$ cat config.mk
export PLATFORM = sky130hd
export DESIGN_NAME = laser_status_fault_sequencer
export DESIGN_NICKNAME = d
export VERILOG_FILES = /design/src/logic/laser_seq_pkg.sv /design/src/logic/laser_status_fault_sequencer.sv
export SDC_FILE = /design/constraint.sdc
export NUM_CORES = 1
export LEC_CHECK = 0
export ABC_AREA = 1
export ABC_CLOCK_PERIOD_IN_PS = 5050
export BUFFER_PORTS_ARGS = -buffer_cell sky130_fd_sc_hd__buf_4
export CAP_MARGIN = 15
export CORE_MARGIN = 4
export CORE_UTILIZATION = 62
export CTS_BUF_LIST = sky130_fd_sc_hd__clkbuf_2
export DETAILED_ROUTE_END_ITERATION = 6
export MAX_ROUTING_LAYER = met4
export PLACE_DENSITY = 0.89
export SETUP_SLACK_MARGIN = 0.15
export SYNTH_ARGS = -nofsm -noshare
export SYNTH_HDL_FRONTEND = slang
export SYNTH_SLANG_ARGS = --single-unit
$ cat constraint.sdc
create_clock -name pclk -period 5.05 [get_ports pclk]
set_clock_uncertainty 0.05 [all_clocks]
set_input_delay 0.7575 -clock pclk [delete_from_list [all_inputs] [get_ports pclk]]
set_output_delay 0.7575 -clock pclk [all_outputs]
set_load 0.01 [all_outputs]
$ cat src/logic/laser_seq_pkg.sv
// Constants shared by the laser status and fault sequencer.
// Assumes a single 125 MHz clock and 32-bit APB register access.
package laser_seq_pkg;
  // Clock rate and derived per-millisecond count.
  localparam int CLK_HZ = 125_000_000;
  localparam int CYC_PER_MS = CLK_HZ / 1000;
  localparam int CYC_PER_US = CLK_HZ / 1_000_000;
  // Start-up, shutter and blink timing in their own units.
  localparam int ARM_DELAY_MS = 5000;
  localparam int GATE_DELAY_MS = 5000;
  localparam int BLINK_MS = 500;
  localparam int PAUSE_MS = 4000;
  localparam int ARM_DELAY_CYC = ARM_DELAY_MS * CYC_PER_MS;
  localparam int GATE_DELAY_CYC = GATE_DELAY_MS * CYC_PER_MS;
  localparam int BLINK_CYC = BLINK_MS * CYC_PER_MS;
  localparam int PAUSE_SLOTS = PAUSE_MS / BLINK_MS;
  // PWM limits: frequency, duty, pulse width, no-strike duty, lase threshold.
  localparam int FREQ_LIMIT_KHZ = 100;
  localparam int FREQ_PERIOD_CYC = CLK_HZ / (FREQ_LIMIT_KHZ * 1000);
  localparam int DUTY_LIMIT_PCT = 50;
  localparam int PULSE_LIMIT_US = 500;
  localparam int PULSE_LIMIT_CYC = PULSE_LIMIT_US * CYC_PER_US;
  localparam int STRIKE_LIMIT_PCT = 5;
  localparam int LASE_MIN_NS = 1000;
  localparam int LASE_MIN_CYC = (LASE_MIN_NS * CYC_PER_US + 999) / 1000;
  // Register byte offsets.
  localparam logic [7:0] CTRL_OFS = 8'h00;
  localparam logic [7:0] STATUS_OFS = 8'h04;
  localparam logic [7:0] IRQ_STAT_OFS = 8'h08;
  localparam logic [7:0] IRQ_MASK_OFS = 8'h0C;
  // Field positions.
  localparam int CTRL_INHIBIT_BIT = 0;
  localparam int ST_ARMED_BIT = 0;
  localparam int ST_GATE_BIT = 1;
  localparam int ST_RF_BIT = 2;
  localparam int ST_TICKLE_BIT = 3;
  localparam int ST_NOSTRIKE_BIT = 4;
  localparam int ST_FREQ_BIT = 5;
  localparam int ST_DUTY_BIT = 6;
  localparam int ST_CODE_LSB = 8;
  localparam int IRQ_BITS = 5;
  // Reset values.
  localparam logic [31:0] CTRL_RST = 32'h0000_0000;
  localparam logic [IRQ_BITS-1:0] IRQ_MASK_RST = 5'h00;
  // Readiness sequence states.
  typedef enum logic [1:0] {DISARMED, ARM_WAIT, ARMED} arm_state_t;
endpackage

$ cat src/logic/laser_status_fault_sequencer.sv
// Status and fault sequencer: RF gating, start-up delays, lamps, user outputs.
// Assumes inputs synchronous to pclk and fault flags already qualified.
`timescale 1ns/10ps
`default_nettype none

// What this block does
// - Keyswitch: armed lights only with interlock, thermal good and key off-to-on or a start request with key on.
// - Keyswitch: five-second wait after armed lamp before lasing.
// - Keyswitch: gate-open needs shutter request and manual switch open.
// - Keyswitch: armed and shutter opening: PWM ignored for five seconds.
// - Emission lamp lights while PWM pulses long enough to lase.
// - OEM: armed lights at power-up once interlock and thermal good.
// - OEM: lasing allowed at once when armed and gate-open.
// - RF drive off unless armed and gate-open both active.
// - Fault code blinks armed lamp N times, pauses four seconds, repeats.
// - Fault blinking persists until reset by power cycle.
// - No-strike flashes gate lamp, limits duty to 5%, self-recovers.
// - Under-voltage one blink, over-voltage two blinks, RF removed.
// - RF switch fault three blinks, PWM drive fault four blinks.
// - Pulsed: frequency fault at 100 kHz or more, clears below.
// - Pulsed: fault at 50% duty or 500 us pulse, clears below.
// - Keyswitch: tickle for five seconds on enabling before PWM firing.
// - User outputs closed while their named condition is true.
// - OEM: interlock fault not latched, readiness returns at once.
module laser_status_fault_sequencer
  import laser_seq_pkg::*;
#(
  parameter int ARM_DELAY = ARM_DELAY_CYC,
  parameter int GATE_DELAY = GATE_DELAY_CYC,
  parameter int BLINK = BLINK_CYC,
  parameter int PULSE_LIMIT = PULSE_LIMIT_CYC
) (
  // Clock and reset
  input wire logic pclk,
  input wire logic presetn,
  // APB slave
  input wire logic psel,
  input wire logic penable,
  input wire logic pwrite,
  input wire logic [7:0] paddr,
  input wire logic [31:0] pwdata,
  output logic [31:0] prdata,
  output logic pready,
  output logic pslverr,
  output logic irq,
  // Variant straps
  input wire logic oem_variant,
  input wire logic pulsed_variant,
  // Machine controller inputs
  input wire logic interlock_ok,
  input wire logic keyswitch_on,
  input wire logic reset_start_req,
  input wire logic shutter_req,
  input wire logic shutter_switch_open,
  input wire logic pwm_cmd,
  // Fault flags from sensing
  input wire logic thermal_ok,
  input wire logic under_voltage,
  input wire logic over_voltage,
  input wire logic rf_switch_fault,
  input wire logic pwm_drive_fault,
  input wire logic no_strike,
  // Lamps and drive
  output logic interlock_lamp,
  output logic thermal_lamp,
  output logic armed_lamp,
  output logic gate_open_lamp,
  output logic emission_lamp,
  output logic rf_drive,
  output logic tickle_active,
  // User status outputs, high means closed
  output logic interlock_open_out,
  output logic fault_detected_out,
  output logic laser_ready_out,
  output logic shutter_open_out,
  output logic lase_active_out
);

  // Length of one code frame in 500 ms slots: blinks then the pause.
  function automatic logic [4:0] frame_len(input logic [2:0] code);
    frame_len = 5'({code, 1'b0}) + 5'(PAUSE_SLOTS);
  endfunction

  // Lamp level for a slot of a code frame.
  function automatic logic blink_on(input logic [2:0] code, input logic [4:0] slot);
    blink_on = (code != 3'h0) && (slot < 5'({code, 1'b0})) && !slot[0];
  endfunction

  logic strap_taken, oem, pulsed;
  arm_state_t state;
  logic [31:0] arm_cnt, gate_cnt, blink_cnt, period_cnt, high_cnt, last_period;
  logic key_q, pwm_q, gate_q, gate_ok, thermal_bad, blink_tick, flash_ph;
  logic freq_lim, duty_lim;
  logic [2:0] fault_code;
  logic [4:0] slot [2];
  logic [2:0] codes [2];
  logic [31:0] ctrl;
  logic [IRQ_BITS-1:0] irq_stat, irq_mask, events;
  logic good, armed_ind, permit, next_rf, next_gate, strike_ok;
  logic [2:0] next_code;
  logic ap_access, ap_setup, wr;
  logic [31:0] next_rdata;

  // Variant straps are caught on the first edge after reset release.
  always_ff @(posedge pclk or negedge presetn) begin
    if (!presetn) begin
      strap_taken <= 1'b0;
      oem <= 1'b0;
      pulsed <= 1'b0;
    end else if (!strap_taken) begin
      strap_taken <= 1'b1;
      oem <= oem_variant;
      pulsed <= pulsed_variant;
    end
  end

  // Fault code priority: lowest code wins when several appear together.
  always_comb begin
    next_code = 3'h0;
    if (pwm_drive_fault) next_code = 3'h4;
    if (rf_switch_fault) next_code = 3'h3;
    if (over_voltage) next_code = 3'h2;
    if (under_voltage) next_code = 3'h1;
  end

  // Latched until reset. The code only clears at power cycle, even when
  // the cause goes away, so an intermittent supply never re-arms itself.
  always_ff @(posedge pclk or negedge presetn) begin
    if (!presetn) begin
      fault_code <= 3'h0;
      thermal_bad <= 1'b0;
    end else begin
      if (fault_code == 3'h0 && strap_taken) fault_code <= next_code;
      if (!thermal_ok && strap_taken) thermal_bad <= 1'b1;
    end
  end

  assign good = interlock_ok && !thermal_bad && (fault_code == 3'h0);
  assign armed_ind = (state != DISARMED);

  // Readiness sequence.
  always_ff @(posedge pclk or negedge presetn) begin
    if (!presetn) begin
      state <= DISARMED;
      arm_cnt <= 32'h0000_0000;
      key_q <= 1'b0;
    end else begin
      key_q <= keyswitch_on;
      case (state)
        DISARMED: begin
          arm_cnt <= 32'h0000_0000;
          if (strap_taken && oem && good) begin
            state <= ARMED;
          end else if (strap_taken && !oem && good &&
                       ((keyswitch_on && !key_q) || (reset_start_req && keyswitch_on))) begin
            state <= ARM_WAIT;
          end
        end
        ARM_WAIT: begin
          arm_cnt <= arm_cnt + 32'h0000_0001;
          if (!good || !keyswitch_on) begin
            state <= DISARMED;
          end else if (arm_cnt >= 32'(ARM_DELAY - 1)) begin
            state <= ARMED;
          end
        end
        ARMED: begin
          if (!good || (!oem && !keyswitch_on)) state <= DISARMED;
        end
        default: state <= DISARMED;
      endcase
    end
  end

  assign next_gate = shutter_req && (oem || shutter_switch_open);

  // Shutter delay; the tickle phase is the same window.
  always_ff @(posedge pclk or negedge presetn) begin
    if (!presetn) begin
      gate_q <= 1'b0;
      gate_cnt <= 32'h0000_0000;
      gate_ok <= 1'b0;
      tickle_active <= 1'b0;
    end else begin
      gate_q <= next_gate;
      if (!gate_q || !armed_ind || oem) begin
        gate_cnt <= 32'h0000_0000;
      end else if (!gate_ok) begin
        gate_cnt <= gate_cnt + 32'h0000_0001;
      end
      gate_ok <= gate_q && armed_ind &&
                 (oem || gate_cnt >= 32'(GATE_DELAY - 1));
      tickle_active <= gate_q && armed_ind && !oem && !gate_ok;
    end
  end

  // PWM period and pulse measurement; counters saturate when input is idle.
  always_ff @(posedge pclk or negedge presetn) begin
    if (!presetn) begin
      pwm_q <= 1'b0;
      period_cnt <= 32'h0000_0000;
      high_cnt <= 32'h0000_0000;
      last_period <= 32'h0000_0000;
      freq_lim <= 1'b0;
      duty_lim <= 1'b0;
    end else begin
      pwm_q <= pwm_cmd;
      if (pwm_cmd && !pwm_q) begin
        period_cnt <= 32'h0000_0001;
        high_cnt <= 32'h0000_0001;
        last_period <= period_cnt;
        freq_lim <= pulsed && (period_cnt <= 32'(FREQ_PERIOD_CYC));
        duty_lim <= pulsed && ((32'(high_cnt * 100) >= 32'(period_cnt * DUTY_LIMIT_PCT)) ||
                               (high_cnt >= 32'(PULSE_LIMIT)));
      end else begin
        if (period_cnt != 32'hFFFF_FFFF) period_cnt <= period_cnt + 32'h0000_0001;
        if (pwm_cmd && high_cnt != 32'hFFFF_FFFF) high_cnt <= high_cnt + 32'h0000_0001;
        if (pulsed && pwm_cmd && high_cnt >= 32'(PULSE_LIMIT)) duty_lim <= 1'b1;
      end
    end
  end

  // Five percent limit. The ratio uses the previous period, so the first
  // pulse after a pause is judged against the long idle gap and may run longer.
  assign strike_ok = !no_strike ||
                     (32'(high_cnt * 100) < 32'(last_period * STRIKE_LIMIT_PCT));

  assign permit = (state == ARMED) && gate_q && gate_ok && !ctrl[CTRL_INHIBIT_BIT] &&
                  (fault_code == 3'h0) && !freq_lim && !duty_lim;
  assign next_rf = permit && pwm_cmd && strike_ok;

  // Blink time base and per-lamp frame slots.
  assign codes[0] = fault_code;
  assign codes[1] = freq_lim ? 3'h2 : (duty_lim ? 3'h3 : 3'h0);
  always_ff @(posedge pclk or negedge presetn) begin
    if (!presetn) begin
      blink_cnt <= 32'h0000_0000;
      blink_tick <= 1'b0;
      flash_ph <= 1'b0;
      for (int i = 0; i < 2; i++) slot[i] <= 5'h00;
    end else begin
      blink_tick <= (blink_cnt == 32'(BLINK - 2));
      blink_cnt <= (blink_cnt >= 32'(BLINK - 1)) ? 32'h0000_0000 : blink_cnt + 32'h0000_0001;
      if (blink_tick) flash_ph <= !flash_ph;
      for (int i = 0; i < 2; i++) begin
        if (codes[i] == 3'h0) begin
          slot[i] <= 5'h00;
        end else if (blink_tick) begin
          slot[i] <= (slot[i] >= frame_len(codes[i]) - 5'h01) ? 5'h00 : slot[i] + 5'h01;
        end
      end
    end
  end

  // Lamps, drive and user outputs, all registered.
  always_ff @(posedge pclk or negedge presetn) begin
    if (!presetn) begin
      interlock_lamp <= 1'b0;
      thermal_lamp <= 1'b0;
      armed_lamp <= 1'b0;
      gate_open_lamp <= 1'b0;
      emission_lamp <= 1'b0;
      rf_drive <= 1'b0;
      interlock_open_out <= 1'b0;
      fault_detected_out <= 1'b0;
      laser_ready_out <= 1'b0;
      shutter_open_out <= 1'b0;
      lase_active_out <= 1'b0;
    end else begin
      interlock_lamp <= interlock_ok;
      thermal_lamp <= !thermal_bad;
      armed_lamp <= (fault_code != 3'h0) ? blink_on(codes[0], slot[0]) : armed_ind;
      gate_open_lamp <= no_strike ? flash_ph :
                        ((codes[1] != 3'h0) ? blink_on(codes[1], slot[1]) : gate_q);
      rf_drive <= next_rf;
      emission_lamp <= next_rf && (high_cnt >= 32'(LASE_MIN_CYC));
      interlock_open_out <= !interlock_ok;
      fault_detected_out <= thermal_bad || (fault_code != 3'h0) || no_strike ||
                            freq_lim || duty_lim;
      laser_ready_out <= armed_ind;
      shutter_open_out <= gate_q;
      lase_active_out <= next_rf && (high_cnt >= 32'(LASE_MIN_CYC));
    end
  end

  // APB: one-cycle answer, write takes effect on the access edge.
  assign ap_setup = psel && !penable;
  assign ap_access = psel && penable && pready;
  assign wr = ap_access && pwrite;
  assign events = {duty_lim, freq_lim, no_strike, (fault_code != 3'h0),
                   (state == ARMED)};

  always_comb begin
    next_rdata = 32'h0000_0000;
    case (paddr)
      CTRL_OFS: next_rdata = ctrl;
      STATUS_OFS: begin
        next_rdata[ST_ARMED_BIT] = armed_ind;
        next_rdata[ST_GATE_BIT] = gate_q;
        next_rdata[ST_RF_BIT] = rf_drive;
        next_rdata[ST_TICKLE_BIT] = tickle_active;
        next_rdata[ST_NOSTRIKE_BIT] = no_strike;
        next_rdata[ST_FREQ_BIT] = freq_lim;
        next_rdata[ST_DUTY_BIT] = duty_lim;
        next_rdata[ST_CODE_LSB +: 3] = fault_code;
      end
      IRQ_STAT_OFS: next_rdata[IRQ_BITS-1:0] = irq_stat;
      IRQ_MASK_OFS: next_rdata[IRQ_BITS-1:0] = irq_mask;
      default: next_rdata = 32'h0000_0000;
    endcase
  end

  // Bus answer path; unmapped addresses read zero with an error.
  always_ff @(posedge pclk or negedge presetn) begin
    if (!presetn) begin
      pready <= 1'b0;
      pslverr <= 1'b0;
      prdata <= 32'h0000_0000;
    end else begin
      pready <= ap_setup;
      pslverr <= ap_setup && (paddr > IRQ_MASK_OFS || paddr[1:0] != 2'h0);
      prdata <= ap_setup ? next_rdata : 32'h0000_0000;
    end
  end

  // Registers; status bits are levels that set, writing one clears, set wins.
  always_ff @(posedge pclk or negedge presetn) begin
    if (!presetn) begin
      ctrl <= CTRL_RST;
      irq_mask <= IRQ_MASK_RST;
      irq_stat <= '0;
      irq <= 1'b0;
    end else begin
      if (wr && paddr == CTRL_OFS) ctrl <= {31'h0000_0000, pwdata[CTRL_INHIBIT_BIT]};
      if (wr && paddr == IRQ_MASK_OFS) irq_mask <= pwdata[IRQ_BITS-1:0];
      irq_stat <= (irq_stat & ~((wr && paddr == IRQ_STAT_OFS) ?
                   pwdata[IRQ_BITS-1:0] : 5'h00)) | events;
      irq <= |(irq_stat & irq_mask);
    end
  end
endmodule

`default_nettype wire

==> qor.yml <==
rsz0062_at_grt: "yes"
synth_edf_count: 0
cp_max_fo: 4
cts_buffers: 70
cp.arrival_ps: 6000
multi_input_area_sq_um: 15200
grt_pass1_wl_mm: 101
p_total_uw: 5140
die_x_um: 197
end_kind: "flop"
clk_pin_slew_ps: 110
port_buffers: 56
synthMuxAreaShare: 0
r2r-end: "duty_lim"
critPathKind: "flop to flop"
drtAntennaViolNets: 0
synth_top_family_by_area: "adder cells"
setup-tns-final_ps: -110
vias_per_cell: 6.12
finalWorstPathRequiredPeriod_ps: 5160
p_clk_frac: 0.312
seq_power_share: 0.415
dp_cells: 3560
crit_top_cell: "inv_1"
rrSetupSlack_ps: -110
grt_pass1_vias: 21800
synthFlopType: "dfrtp_1"
synth.distinct_cells: 60
clock_latency_ps: 1020
synth_area_sq_um: 22200
ys_seq_area_frac: 0.286
core_area_sq_um: 35500
antenna_found_initial: 2
worst_slew_pin_slew_ps: 1030
crit_path_start: "high_cnt[13]"
wl_mm: 70.5
grt_max_degree: 125
slowest_stage: "fa_1"
initialDrtViolationCount: 2460
stdcell_count: 3736
grt-ovfl-total: 0
vias: 22900
drt-pass1-iter-count: 7
numClockSinks: 254
async_flop_share: 1.00
pwr-share-comb: 0.274
critPathMaxStageDelay_ps: 580
yosys.area_share.simple: 0.219
maxSlewHeadroom: 0.310
syn_inst: 2891
clockBufferDepth: 3
leakagePower_uw: 0.0136
yosys_warnings: 0
cts-root-buf: "clkbuf_2"
setup_viol: 1
p_switching_uw: 1850
ys_ff_latch: 254
max_freq_ghz: 0.194
die_h_um: 197
gr-usage-all-layers: 0.322
dp_hpwl_mm: 46.1
rr_startpoint: "high_cnt[13]"
layout_setup_ws_ps: -110
seqCellArea_sq_um: 6370
worstPathRequired_ps: 5890
switching_share: 0.359
ioPinCount: 106
cts_tree: "done"
whs_ps: 41.8
p_int_uw: 3300
start_util: 0.626
synthAdderAreaFrac: 0.231
drc_errors: 5
synth-xor-area-share: 0.0434
nFillCells: 2131
dieArea_sq_um: 38900
nets: 3670
status: "finished, violations left"
min_path_type: "input port to flop"
dpl-instance-area_sq_um: 24400
synth_compound_area_frac: 0.123
syn_to_final_growth_pct: 21.5
violations: "design-rule violations, negative setup slack"
cellPowerDensity_nw_per_um2: 191
drive_above_1_share: 0.204
finalCritPeriodShare: 1.02
rows: 69
rr_worst_depth: 29
start_kind: "flop"
cts-htree-levels: 3
irDropWorstVdd_mv: 0.277
wire_per_inst_um: 18.9
design_area_sq_um: 27000
drv_cap: 0
endpoint: "duty_lim"
hold_viol: 0
drv_slew: 0
postSynthAreaPerCell_sq_um: 7.69
gp_congestion: 0.956
==> cells in the mapped netlist, drive strengths merged (2+ instances only) <==
cell	instances	share of area
nand2	540	0.092
inv	495	0.084
ha	330	0.19
nor2	256	0.047
dfrtp	254	0.29
o21ai	203	0.046
a21oi	194	0.044
nand3	115	0.028
nor3	79	0.020
xor2	74	0.029
nand4	56	0.016
fa	50	0.045
nor4	36	0.011
xnor2	36	0.014
buf	27	0.0086
clkbuf	25	0.0042
a31oi	21	0.0059
a211oi	10	0.0034
o21bai	10	0.0034
a221oi	9	0.0038
o31ai	9	0.0030
o21a	8	0.0027
a21o	7	0.0024
and3	6	0.0017
a21boi	5	0.0017
nor3b	5	0.0019
o211ai	4	0.0014
a22oi	3	0.0010
clkinv	3	0.00051
o22ai	3	0.00084
a31o	2	0.00079
a41oi	2	0.00079
conb	2	0.00034
o41ai	2	0.00079
or2	2	0.00056
==> per-layer routing <==
metal / GRT usage / share of wire / vias to the layer above
li1: - / - / 10200
met1: 0.379 / 0.36 / 10700
met2: 0.538 / 0.48 / 1479
met3: 0.0498 / 0.083 / 518
met4: 0.162 / 0.077 / 0
met5: - / 0 / -
==> worst max-delay path, delay by kind of cell, from the launching register on <==
family,cells,cell delay [ps]
AOI/OAI and AO/OA,3,400
DFF,1,420
xor gates and xnor gates,1,160
buffers and inverters,8,840
adders and majority gates,5,1720
and+or+nand+nor,12,1460
==> placed cells by master (no fill, tap or decap), drive strengths merged, types with 2 or more instances in the layout <==
cell type	netlist	routed
clkinv	3	15
nor3b	5	5
a31oi	21	21
diode	0	3
ha	330	330
nand3	115	115
dlygate4sd3	0	17
bufinv	0	3
dfrtp	254	254
o21ai	203	203
a31o	2	2
xnor2	36	36
o21bai	10	10
or2	2	2
o41ai	2	2
o21a	8	8
conb	2	29
xor2	74	74
nand2	540	540
o211ai	4	4
nand4	56	56
a22oi	3	3
fa	50	50
clkbuf	25	97
inv	495	495
nor2	256	256
nor4	36	36
o22ai	3	3
nor3	79	79
a221oi	9	9
a21boi	5	5
buf	27	276
a211oi	10	10
and3	6	6
o31ai	9	9
a21oi	194	194
a41oi	2	2
a21o	7	7
==> cells by family after synthesis <==
logic type	Yosys count
adders and majority gates	380
other	2
AOI/OAI and AO/OA	497
DFF	254
and+or+nand+nor	1098
xor gates and xnor gates	110
buffers and inverters	550
==> cell type report <==
cell class,count,area share
Clock buffer,97,0.0180
Tap cell,461,0.0214
Inverter,498,0.0693
Clock inverter,16,0.00556
Multi-Input combinational cell,2114,0.565
Antenna cell,3,0.000278
Timing Repair Buffer,293,0.0846
Sequential cell,254,0.236
==> stage by stage <==
step                setup slack, ps   util
detailed placement             -125  0.687
finish                         -110  0.761
CTS                             151  0.719
global route                   -245  0.761
global placement              -14.7  0.687
floorplan                       468      -
==> power groups by stage <==
stage | registers, uW | logic, uW | clock network, uW
6_report | 2130 | 1410 | 1600
5_1_grt | 2140 | 1570 | 1720
4_1_cts | 2130 | 1310 | 1600
3_5_place_dp | 2170 | 1230 | 0
3_3_place_gp | 2160 | 1170 | 0
2_1_floorplan | 2160 | 785 | 0
==> how the worst min path moves through the flow <==
stage                        to  cells after the start  slack, ps         from
2_1_floorplan  shutter_open_out                      0        320       gate_q
3_3_place_gp       thermal_lamp                      1        370  thermal_bad
3_5_place_dp       thermal_lamp                      1        380  thermal_bad
4_1_cts             irq_stat[4]                      4          9    pwdata[4]
5_1_grt             irq_mask[1]                      3         20    pwdata[1]
6_report            irq_stat[4]                      4         40    pwdata[4]
==> registers in the layout (all words and copies together), names as in the netlist, 2 cells and up <==
name	flops
arm_cnt	32
blink_cnt	32
fault_code	3
gate_cnt	32
high_cnt	32
irq_mask	5
irq_stat	5
last_period	32
period_cnt	32
prdata	10
slot	10
state	2
==> timing repair <==
action,4_1_cts,5_1_grt
endpoints found under the hold margin,136,0
hold buffers,17,0
pin swaps,19,111
endpoints found under the setup margin,2,3
setup buffers,12,31
gates resized for setup,39,232
Note: power is estimated with default switching activity, not from simulation.
